===== src/include/afesp_cfg.svh =====
// Purpose: Offsets, field positions, reset values and divider counts
// Assumes: Included by the core module only, not by the package
// Notes:   Counts are in half periods of the clock they divide
`ifndef AFESP_CFG_SVH
`define AFESP_CFG_SVH

// ---------------------------------------------
// Register offsets
// ---------------------------------------------
`define AFESP_REG_PORT_MODE    3'h0
`define AFESP_REG_CLOCK_RATE   3'h1
`define AFESP_REG_REF_POWER    3'h2
`define AFESP_REG_PAIR_ONE     3'h3
`define AFESP_REG_PAIR_TWO     3'h4
`define AFESP_REG_PAIR_THREE   3'h5
`define AFESP_REG_AUX_G        3'h6
`define AFESP_REG_AUX_H        3'h7
`define AFESP_REG_RESET        8'h00

// ---------------------------------------------
// Field positions
// ---------------------------------------------
`define AFESP_PM_DATA_PROGRAM  0
`define AFESP_PM_MIXED_MODE    1
`define AFESP_PM_SOFT_RESET    7
`define AFESP_CR_DECIM_LSB     0
`define AFESP_CR_SERIAL_LSB    2
`define AFESP_CR_MASTER_LSB    4

// ---------------------------------------------
// Divider limits (count value minus one)
// ---------------------------------------------
`define AFESP_MCK_DIV1         3'h0
`define AFESP_MCK_DIV2         3'h1
`define AFESP_MCK_DIV3         3'h2
`define AFESP_MCK_DIV4         3'h3
`define AFESP_MCK_DIV5         3'h4
`define AFESP_SCK_DIV8         3'h7
`define AFESP_SCK_DIV4         3'h3
`define AFESP_SCK_DIV2         3'h1
`define AFESP_SCK_DIV1         3'h0
`define AFESP_SMP_DIV2048      12'hfff
`define AFESP_SMP_DIV1024      12'h7ff
`define AFESP_SMP_DIV512       12'h3ff
`define AFESP_SMP_DIV256       12'h1ff
`define AFESP_LAST_BIT         4'hf
`endif


===== src/include/afesp_pkg.sv =====
// Purpose: Types shared by the serial port and clock control block
// Assumes: Constants live in afesp_cfg.svh
// Notes:   Control word layout is bit 15 down to bit 0
package afesp_pkg;

  // ---------------------------------------------
  // Control word
  // ---------------------------------------------
  typedef struct packed {
    logic       ctrl;
    logic       rd;
    logic [2:0] dev;
    logic [2:0] reg_addr;
    logic [7:0] data;
  } afesp_ctrl_word_t;

  // ---------------------------------------------
  // Link pins driven by the front end
  // ---------------------------------------------
  typedef struct packed {
    logic sclk;
    logic fsync;
    logic sdo;
  } afesp_link_t;

  typedef enum logic {
    AFESP_IDLE,
    AFESP_SHIFT
  } afesp_state_t;

endpackage


===== src/hw/afesp_serial_clock_ctrl.sv =====
// Purpose: Serial port, control registers and clock dividers of the front end
// Assumes: external_master_clock_in well below a quarter of clk_in
// Notes:   Front end is link master and drives the serial bit clock
`timescale 1ns/1ps
`include "afesp_cfg.svh"

// What this block does
// - Port mode select 0 gives control mode with register writes and reads.
// - Data mode without mixed ignores input words, sends only samples.
// - Mixed mode flags each word in bit 15, samples cut to 15 bits.
// - One 16-bit shift register, overwritten with newest sample at each event.
// - Serial clock rate bounds the words that fit between sample events.
// - Master divider code gives divide by 1 to 5, unused codes divide by 1.
// - After reset the master divider divides by one.
// - Serial clock is master clock over 8, 4, 2 or 1; 8 after reset.
// - Sample rate is master clock over 2048 to 256; 2048 after reset.
// - Serial and sample dividers run from the divided master clock.
// - Eight 8-bit read/write registers at addresses 0 to 7, reset to zero.
// - Register updates land on the falling serial clock edge.
// - Words shift at the serial clock, most significant bit first.
// - The front end starts every transfer as link master.
// - Control word: flag, read/write, device address, register address, data.
// - Nonzero device address is decremented and the word passed on.
module afesp_serial_clock_ctrl
  import afesp_pkg::*;
(
  input  wire logic        clk_in,
  input  wire logic        rst_in,
  input  wire logic        external_master_clock_in,
  input  wire logic        serial_data_in,
  input  wire logic [15:0] sample_word_in,
  output afesp_link_t      link_out,
  output logic             sample_event_out,
  output logic             device_master_clock_out,
  output logic [63:0]      config_regs_out
);

  // ---------------------------------------------
  // Decoding functions
  // ---------------------------------------------
  // Codes above four fall back to divide by one
  function automatic logic [2:0] mck_limit(input logic [2:0] code);
    case (code)
      3'h1:    mck_limit = `AFESP_MCK_DIV2;
      3'h2:    mck_limit = `AFESP_MCK_DIV3;
      3'h3:    mck_limit = `AFESP_MCK_DIV4;
      3'h4:    mck_limit = `AFESP_MCK_DIV5;
      default: mck_limit = `AFESP_MCK_DIV1;
    endcase
  endfunction

  function automatic logic [2:0] sck_limit(input logic [1:0] code);
    case (code)
      2'h1:    sck_limit = `AFESP_SCK_DIV4;
      2'h2:    sck_limit = `AFESP_SCK_DIV2;
      2'h3:    sck_limit = `AFESP_SCK_DIV1;
      default: sck_limit = `AFESP_SCK_DIV8;
    endcase
  endfunction

  function automatic logic [11:0] smp_limit(input logic [1:0] code);
    case (code)
      2'h1:    smp_limit = `AFESP_SMP_DIV1024;
      2'h2:    smp_limit = `AFESP_SMP_DIV512;
      2'h3:    smp_limit = `AFESP_SMP_DIV256;
      default: smp_limit = `AFESP_SMP_DIV2048;
    endcase
  endfunction

  // ---------------------------------------------
  // Declarations
  // ---------------------------------------------
  logic [7:0]       cfg_q [8];
  logic [2:0]       mck_sync_q;
  logic [1:0]       sdi_sync_q;
  logic [2:0]       mck_cnt_q;
  logic [2:0]       sck_cnt_q;
  logic [11:0]      smp_cnt_q;
  logic             device_master_clock_q;
  logic             sclk_q;
  logic             fsync_q;
  logic             sdo_q;
  logic             smp_evt_q;
  logic [15:0]      sr_q;
  logic [15:0]      sr_d;
  logic [3:0]       bit_q;
  afesp_state_t     state_q;
  afesp_state_t     state_d;

  logic [7:0]       port_mode;
  logic [7:0]       clock_rate;
  logic             mode_data;
  logic             mode_mixed;
  logic             mixed_active;
  logic             mck_edge;
  logic             dm_half;
  logic             sck_half;
  logic             sck_rise;
  logic             sck_fall;
  logic             smp_evt;
  logic             shifting;
  logic             word_done;
  logic [15:0]      rx_raw;
  logic             sdi_bit;
  logic             shift_step;
  logic             load_word;
  afesp_ctrl_word_t rx;
  logic             accept;
  logic             for_me;
  logic             reg_wr;
  logic             reg_rd;
  logic             pass_on;
  logic             soft_rst;
  logic [15:0]      smp_word;
  logic [15:0]      reply_word;
  logic [15:0]      fwd_word;

  // ---------------------------------------------
  // Mode decode
  // ---------------------------------------------
  assign port_mode    = cfg_q[`AFESP_REG_PORT_MODE];
  assign clock_rate   = cfg_q[`AFESP_REG_CLOCK_RATE];
  assign mode_data    = port_mode[`AFESP_PM_DATA_PROGRAM];
  assign mode_mixed   = port_mode[`AFESP_PM_MIXED_MODE];
  assign mixed_active = mode_data & mode_mixed;

  // ---------------------------------------------
  // Pin synchronisers
  // ---------------------------------------------
  // Stage 0 feeds only stage 1; edges are taken from stages 1 and 2
  // The input bit lags the pin by two cycles, so fast serial rates need margin
  always_ff @(posedge clk_in) begin
    if (rst_in) begin
      mck_sync_q <= 3'h0;
      sdi_sync_q <= 2'h0;
    end else begin
      mck_sync_q <= {mck_sync_q[1:0], external_master_clock_in};
      sdi_sync_q <= {sdi_sync_q[0], serial_data_in};
    end
  end

  assign mck_edge = mck_sync_q[1] ^ mck_sync_q[2];
  assign sdi_bit  = sdi_sync_q[1];

  // ---------------------------------------------
  // Clock dividers
  // ---------------------------------------------
  // Counting both pin edges gives half periods, so odd ratios keep their rate
  // The divided clock is a registered level, never used to clock logic
  assign dm_half  = mck_edge & (mck_cnt_q >= mck_limit(clock_rate[`AFESP_CR_MASTER_LSB +: 3]));
  assign sck_half = dm_half & (sck_cnt_q >= sck_limit(clock_rate[`AFESP_CR_SERIAL_LSB +: 2]));
  assign smp_evt  = dm_half & (smp_cnt_q >= smp_limit(clock_rate[`AFESP_CR_DECIM_LSB +: 2]));
  assign sck_rise = sck_half & ~sclk_q;
  assign sck_fall = sck_half & sclk_q;

  always_ff @(posedge clk_in) begin
    if (rst_in) begin
      mck_cnt_q <= 3'h0;
      device_master_clock_q   <= 1'b0;
    end else if (mck_edge) begin
      mck_cnt_q <= dm_half ? 3'h0 : mck_cnt_q + 3'h1;
      device_master_clock_q   <= device_master_clock_q ^ dm_half;
    end
  end

  always_ff @(posedge clk_in) begin
    if (rst_in) begin
      sck_cnt_q <= 3'h0;
      smp_cnt_q <= 12'h000;
    end else if (dm_half) begin
      sck_cnt_q <= sck_half ? 3'h0 : sck_cnt_q + 3'h1;
      smp_cnt_q <= smp_evt ? 12'h000 : smp_cnt_q + 12'h001;
    end
  end

  always_ff @(posedge clk_in) begin
    if (rst_in) begin
      sclk_q    <= 1'b0;
      smp_evt_q <= 1'b0;
    end else begin
      sclk_q    <= sclk_q ^ sck_half;
      smp_evt_q <= smp_evt;
    end
  end

  // ---------------------------------------------
  // Received word decode
  // ---------------------------------------------
  assign shifting  = (state_q == AFESP_SHIFT);
  assign word_done = shifting & sck_fall & (bit_q == `AFESP_LAST_BIT);
  assign rx_raw    = {sr_q[14:0], sdi_bit};
  assign rx        = afesp_ctrl_word_t'(rx_raw);

  // Data mode alone drops every input word; flag low is never a control word
  assign accept   = rx.ctrl & (~mode_data | mode_mixed);
  assign for_me   = word_done & accept & (rx.dev == 3'h0);
  assign pass_on  = word_done & accept & (rx.dev != 3'h0);
  assign reg_wr   = for_me & ~rx.rd;
  assign reg_rd   = for_me & rx.rd;
  assign soft_rst = reg_wr & (rx.reg_addr == `AFESP_REG_PORT_MODE) & rx.data[`AFESP_PM_SOFT_RESET];

  assign reply_word = {rx_raw[15:8], cfg_q[rx.reg_addr]};
  assign fwd_word   = {rx_raw[15:14], rx.dev - 3'h1, rx_raw[10:0]};
  assign smp_word   = mixed_active ? {1'b0, sample_word_in[15:1]} : sample_word_in;

  // ---------------------------------------------
  // Frame control
  // ---------------------------------------------
  // A sample event wins over a reply, so a late reply is dropped, never merged
  assign shift_step = shifting & sck_fall;
  assign load_word  = smp_evt | reg_rd | pass_on;

  // ---------------------------------------------
  // Shift register control
  // ---------------------------------------------
  // A reply or passed word goes out in the frame right after it arrives
  always_comb begin
    sr_d    = sr_q;
    state_d = state_q;
    if (smp_evt) begin
      sr_d    = smp_word;
      state_d = AFESP_SHIFT;
    end else if (reg_rd) begin
      sr_d    = reply_word;
      state_d = AFESP_SHIFT;
    end else if (pass_on) begin
      sr_d    = fwd_word;
      state_d = AFESP_SHIFT;
    end else if (word_done) begin
      sr_d    = rx_raw;
      state_d = AFESP_IDLE;
    end else if (shift_step) begin
      sr_d    = rx_raw;
    end
  end

  always_ff @(posedge clk_in) begin
    if (rst_in) begin
      sr_q    <= 16'h0000;
      state_q <= AFESP_IDLE;
    end else begin
      sr_q    <= sr_d;
      state_q <= state_d;
    end
  end

  // Bit counter restarts whenever a new word is loaded
  always_ff @(posedge clk_in) begin
    if (rst_in) begin
      bit_q <= 4'h0;
    end else if (load_word || word_done) begin
      bit_q <= 4'h0;
    end else if (shift_step) begin
      bit_q <= bit_q + 4'h1;
    end
  end

  // ---------------------------------------------
  // Link outputs
  // ---------------------------------------------
  // Data and frame sync change on the rising edge, input is taken on the fall
  // Outputs hold a full bit period, so the slave can sample mid-bit
  always_ff @(posedge clk_in) begin
    if (rst_in) begin
      sdo_q <= 1'b0;
    end else if (sck_rise) begin
      sdo_q <= shifting & sr_q[15];
    end
  end

  always_ff @(posedge clk_in) begin
    if (rst_in) begin
      fsync_q <= 1'b0;
    end else if (sck_rise) begin
      fsync_q <= shifting & (bit_q == 4'h0);
    end
  end

  assign link_out.sclk  = sclk_q;
  assign link_out.fsync = fsync_q;
  assign link_out.sdo   = sdo_q;

  assign sample_event_out        = smp_evt_q;
  assign device_master_clock_out = device_master_clock_q;

  // ---------------------------------------------
  // Control registers
  // ---------------------------------------------
  // Writes complete on the falling serial clock edge that ends the word
  // Soft reset clears the whole map, including the word that asked for it
  for (genvar i = 0; i < 8; i++) begin : g_reg
    always_ff @(posedge clk_in) begin
      if (rst_in || soft_rst) begin
        cfg_q[i] <= `AFESP_REG_RESET;
      end else if (reg_wr && (rx.reg_addr == 3'(i))) begin
        cfg_q[i] <= rx.data;
      end
    end
    assign config_regs_out[i*8 +: 8] = cfg_q[i];
  end

endmodule


===== config.mk =====
export PLATFORM = sky130hd
export DESIGN_NAME = afesp_serial_clock_ctrl
export DESIGN_NICKNAME = d
export VERILOG_FILES = /design/src/include/afesp_pkg.sv /design/src/hw/afesp_serial_clock_ctrl.sv
export VERILOG_INCLUDE_DIRS = /design/src /design/src/include
export SDC_FILE = /design/constraint.sdc
export NUM_CORES = 1
export LEC_CHECK = 0
export BUFFER_PORTS_ARGS = -buffer_cell sky130_fd_sc_hd__buf_2
export CORE_MARGIN = 2
export CORE_UTILIZATION = 30
export DETAILED_ROUTE_END_ITERATION = 12
export REMOVE_ABC_BUFFERS = 1
export SYNTH_ARGS = -nofsm -noshare
export SYNTH_HDL_FRONTEND = slang
export SYNTH_SLANG_ARGS = --single-unit

===== constraint.sdc =====
create_clock -name clk_in -period 5.5 [get_ports clk_in]
set_input_delay 0.825 -clock clk_in [delete_from_list [all_inputs] [get_ports clk_in]]
set_output_delay 0.825 -clock clk_in [all_outputs]
set_load 0.005 [all_outputs]

---- Yosys cells after proc, flatten, opt, wreduce, memory -nomap -nowiden ----
Memory sizes are Yosys's and may differ from the RTL's. A register that Yosys moved wholly into a read port is not among the register bits.
Cells that the tools add are included.
Widths: inputs -> output; s select.
storage, ports and cells
  register bits ........................... 49
  memory bits (writable) .................. 64
  input bits .............................. 20
  output and inout bits ................... 69
  logic and storage cells ................. 144
  memories kept ........................... 1
operators by class
  add/sub/neg operators ................... 5
  order comparisons ....................... 3
  equal/unequal tests ..................... 18
  mux-type cells .......................... 52
  bitwise operators ....................... 35
  reductions and logical operators ........ 17
memory list
  name   depth  width  read ports  clocked after Yosys merged registers in  write ports  RTL line                       source
  cfg_q  8      8      9           1                                        8            afesp_serial_clock_ctrl.sv:73  logic [7:0] cfg_q [8];
operators with widths
  cell                   number
  $mux 16                6
  $mux 8                 8
  $pmux 12 s3            1
  $mux 1                 30
  $and 1x1->1            18
  $eq 3x3->1 const B     5
  $add 12x1->12 const B  1
  $eq 3x2->1 const B     4
  $ge 12x12->1           1
  $mux 12                1
  $mux 3                 4
  $pmux 3 s4             1
  $or 1x1->1             11
  $pmux 3 s3             1
  $eq 2x2->1 const B     4
  $logic_and 1x1->1      8
  $add 3x1->3 const B    2
  $eq 3x1->1 const B     2
  $ge 3x3->1             2
  $logic_not 3->1        2
  $reduce_bool 5->1      1
  $add 4x1->4 const B    1
  $eq 2x1->1 const B     2
  $eq 4x4->1 const B     1
  8 further kinds        13

---- Longest topological paths before layout ----
  word-level depth ........................ 17
  depth in mapped cells ................... 14
  depth with buffers taken out ............ 13

---- Worst setup path after synthesis ----
No wires, ideal clock.
  kind .................................... reg-to-reg
  from .................................... mem cfg_q[1][5]
  to ...................................... mem cfg_q[2][0], enable pin
  setup time .............................. 0.398 ns
  arrival time ............................ 3.993 ns
  data required time ...................... 5.102 ns
  slack ................................... 1.109 ns
  stages on the path, launching flop included .. 14
  buffers on the path ..................... 1
  clock period less this slack ............ 4.391 ns
  path through ............................ edfxtp_1 > nor2_1 > nand2_1 > ha_1 > nand2_1 > o21ai_1 > nand2_1 > nor2_1 > ha_1 > nand4_1 > or3_1 > or2_2 > clkbuf_1 > o41ai_1
RTL lines
  element      RTL line
  from (decl)  afesp_serial_clock_ctrl.sv:73

==> summary.md <==
| Metric | Value |
|---|---|
| Reg2Reg Launch Point | `cfg_q[1][5]` |
| Setup TNS | `0 ns` |
| Actual slew at the worst max-slew pin | `1.06 ns` |
| CTS clock-pin slew for the worst setup and hold paths | `0.06 ns` |
| Cell accounting for the most synthesized area | `edfxtp_1` |
| CP endpoint kind | `flip-flop` |
| # resized after CTS | `0` |
| Multi-input logic area | `2710 sq um` |
| Non-Filler Instances | `890` |
| Mean Syn Cell Area | `11.1 sq um` |
| Syn. warnings | `0` |
| Arrival time at the worst endpoint | `4.18 ns` |
| Power density cells | `300 nW/um^2` |
| DR WL/cell | `17.3 um` |
| Worst Setup SP | `cfg_q[1][5]` |
| WS Path Type | `reg2reg` |
| Cell variety after synth | `55` |
| Iter 0 DRT Violations | `379` |
| Ys flop type | `edfxtp_1` |
| EDFF count, synth | `64` |
| Die area | `20600 sq um` |
| First-pass GRT wire length | `24000 um` |
| DP HPWL | `11300 um` |
| Most frequent cells in the layout | `88 x buf_2, 67 x and2_1, 64 x edfxtp_1` |
| Worst hold endpoint | `sdi_sync_q[1]` |
| RSZ-0062 raised after global routing | `false` |
| Asr flop ratio synth | `0%` |
| Via count | `4406` |
| Clock Skews | `0.0110 ns` |
| Nets | `649` |
| Routed wire length | `15400 um` |
| Synth area leaders | `edfxtp_1 33%, dfxtp_1 18%, and2_1 7.2%` |
| Synth Instances | `527` |
| Final hold vios | `0` |
| Startpoint of the worst hold path | `sdi_sync_q[0]` |
| Initial antenna violation count | `1` |
| FF+latch area | `2960 sq um` |
| Worst Reg2Reg Path Length in Cells | `13` |
| VDD IR-drop max | `173 uV` |
| Layout area overhead | `22.3%` |
| Tot Pwr | `2.14 mW` |
| Root buffer cell | `clkbuf_16` |
| Die W | `143 um` |
| Max H-tree Level | `4` |
| RR Endpoint | `cfg_q[2][4]` |
| Worst Setup Start Kind | `flip-flop` |
| Tcrit/Tclk final | `75.4%` |
| Maximum clock frequency | `0.241 GHz` |
| Hold_buf cts | `0` |
| Number of port buffers | `88` |
| Hold crit path type | `reg2reg` |
| Remaining antenna violation count after routing | `0` |
| Placed Cells | `857` |
| Ports | `89` |
| GRT Residual Overflow | `0` |
| Initial Utilization | `30.3%` |
| DR DRC count | `0` |
| Via-to-Cell Ratio | `4.95` |
| R2r setup slk | `1.35 ns` |
| Lkg Pwr | `2.71 nW` |
| Post-Syn Area | `5830 sq um` |
| Most common cell after layout, fill and taps aside | `buf_2` |
| CTS tree | `done` |
| Clock buffer depth | `2` |
| RePlAce Congestion | `0.827` |
| CTS Buf Count | `17` |
| Worst EP required | `5.53 ns` |
| Seq/Total Area, Yosys | `50.8%` |
| Outcome | `completed` |
| Tot GR Track Use | `15.3%` |
| CP Max Fanout | `10` |
| Max transition margin | `29.2%` |
| Die span in y | `143 um` |
| Fillers | `1909` |
| Vias in the first global route | `4317` |
| Max cap viols | `0` |
| Rows | `51` |
| Hold Path Depth | `1` |
| DR pass1 iterations | `4` |
| Yosys top cell area share | `32.9%` |
| Max Slew Vio Count | `0` |
| Pin count of the biggest net entering global routing | `43` |
| Time the worst path needs with I/O delays and setup | `4.15 ns` |
| CTS sink count | `116` |
| Final setup viols | `0` |
| Share of layout cells above drive strength 1 | `25.6%` |
| Setup Buffers After CTS | `0` |
| Worst skew pair latency | `0.41 ns` |
| Core area | `19300 sq um` |
| Count of state elements after synthesis | `116` |
metrics by stage:
stage / util (%) / setup WS (ns) / hold slack [ns] / instance area (sq um)
after floorplan: - / 1.20 / 0.414 / 5700
final: 37.0 / 1.35 / 0.437 / 7140
after detailed placement: 34.0 / 1.33 / 0.430 / 6540
after global placement: 34.0 / 1.49 / 0.427 / 6540
after CTS: 37.0 / 1.32 / 0.443 / 7130
after global routing: 37.0 / 0.893 / 0.456 / 7130
flip-flops by register name, summed over array words and instances (netlist names), named ones only:
register                 count
sck_cnt_q                    3
device_master_clock_out      1
sample_event_out             1
sdi_sync_q                   2
shifting                     1
sdo_q                        1
sr_q                        16
sclk_q                       1
bit_q                        4
fsync_q                      1
smp_cnt_q                   12
mck_cnt_q                    3
cfg_q                       64
mck_sync_q                   3
critical path, stage by stage (launching register included):
cell and delay [ns]:
edfxtp_1 0.42, nor2_1 0.12, nand2_1 0.07, ha_1 0.30, nand2_1 0.07, o21ai_1 0.12, buf_4 0.18, nand2_1 0.21
nor2_1 0.24, ha_1 0.21, nand4_1 0.18, or3_1 0.46, or2_2 0.36, o41ai_2 0.83
final cells by class:
| class | instances | area share [%] |
|---|---|---|
| sequential | 116 | 41.5 |
| multi-input combinational | 370 | 38.0 |
| timing repair buffer | 96 | 7.01 |
| clock buffer | 17 | 5.96 |
| tap | 265 | 4.65 |
| clock inverter | 15 | 2.30 |
| inverter | 10 | 0.526 |
| antenna | 1 | 0.0351 |
logic make-up (layout without fill, tap and decap cells):
| logic type | Yosys count | after routing | synth area share [%] |
|---|---|---|---|
| compound gates | 83 | 83 | 9.35 |
| other cells | 1 | 2 | 0.0643 |
| flops | 116 | 116 | 50.8 |
| buf+inv | 41 | 138 | 2.96 |
| fa+ha+maj | 18 | 18 | 3.86 |
| simple gates | 217 | 217 | 21.1 |
| xor+xnor | 16 | 16 | 2.40 |
| mux | 35 | 35 | 9.46 |
cells in the mapped netlist, drive strengths merged (13+ instances only):
cell	instances
nand3	15
edfxtp	64
ha	18
a21oi	30
mux2i	18
dfxtp	52
clkbuf	18
mux4	16
nand2	51
nor2	30
and2	67
buf	13
worst max-delay path by stage:
stage / endpoint / slack [ns] / cells after the start
after floorplan: cfg_q[2][0] / 1.20 / 12
after global placement: cfg_q[2][2] / 1.49 / 13
after detailed placement: cfg_q[2][6] / 1.33 / 13
after CTS: cfg_q[2][4] / 1.32 / 13
after global routing: cfg_q[2][4] / 0.89 / 13
final: cfg_q[2][4] / 1.35 / 13
report_power, final:
part	switching [mW]	internal, mW	leakage, nW
logic	0.0522	0.0383	1.35
registers	0.0166	0.933	1.08
clock network	0.397	0.705	0.278
routing by layer:
| layer | track usage (%) | vias up | part of all wire, % | wire length [um] |
|---|---|---|---|---|
| met1 | 20.3 | 2155 | 44 | 6780 |
| li1 | - | 2104 | - | - |
| met5 | 0 | - | 0 | 0 |
| met4 | 5.88 | 0 | 1.8 | 276 |
| met3 | 3.07 | 21 | 5.7 | 878 |
| met2 | 24.6 | 126 | 48 | 7460 |
Note: power is estimated with default switching activity, not from simulation.
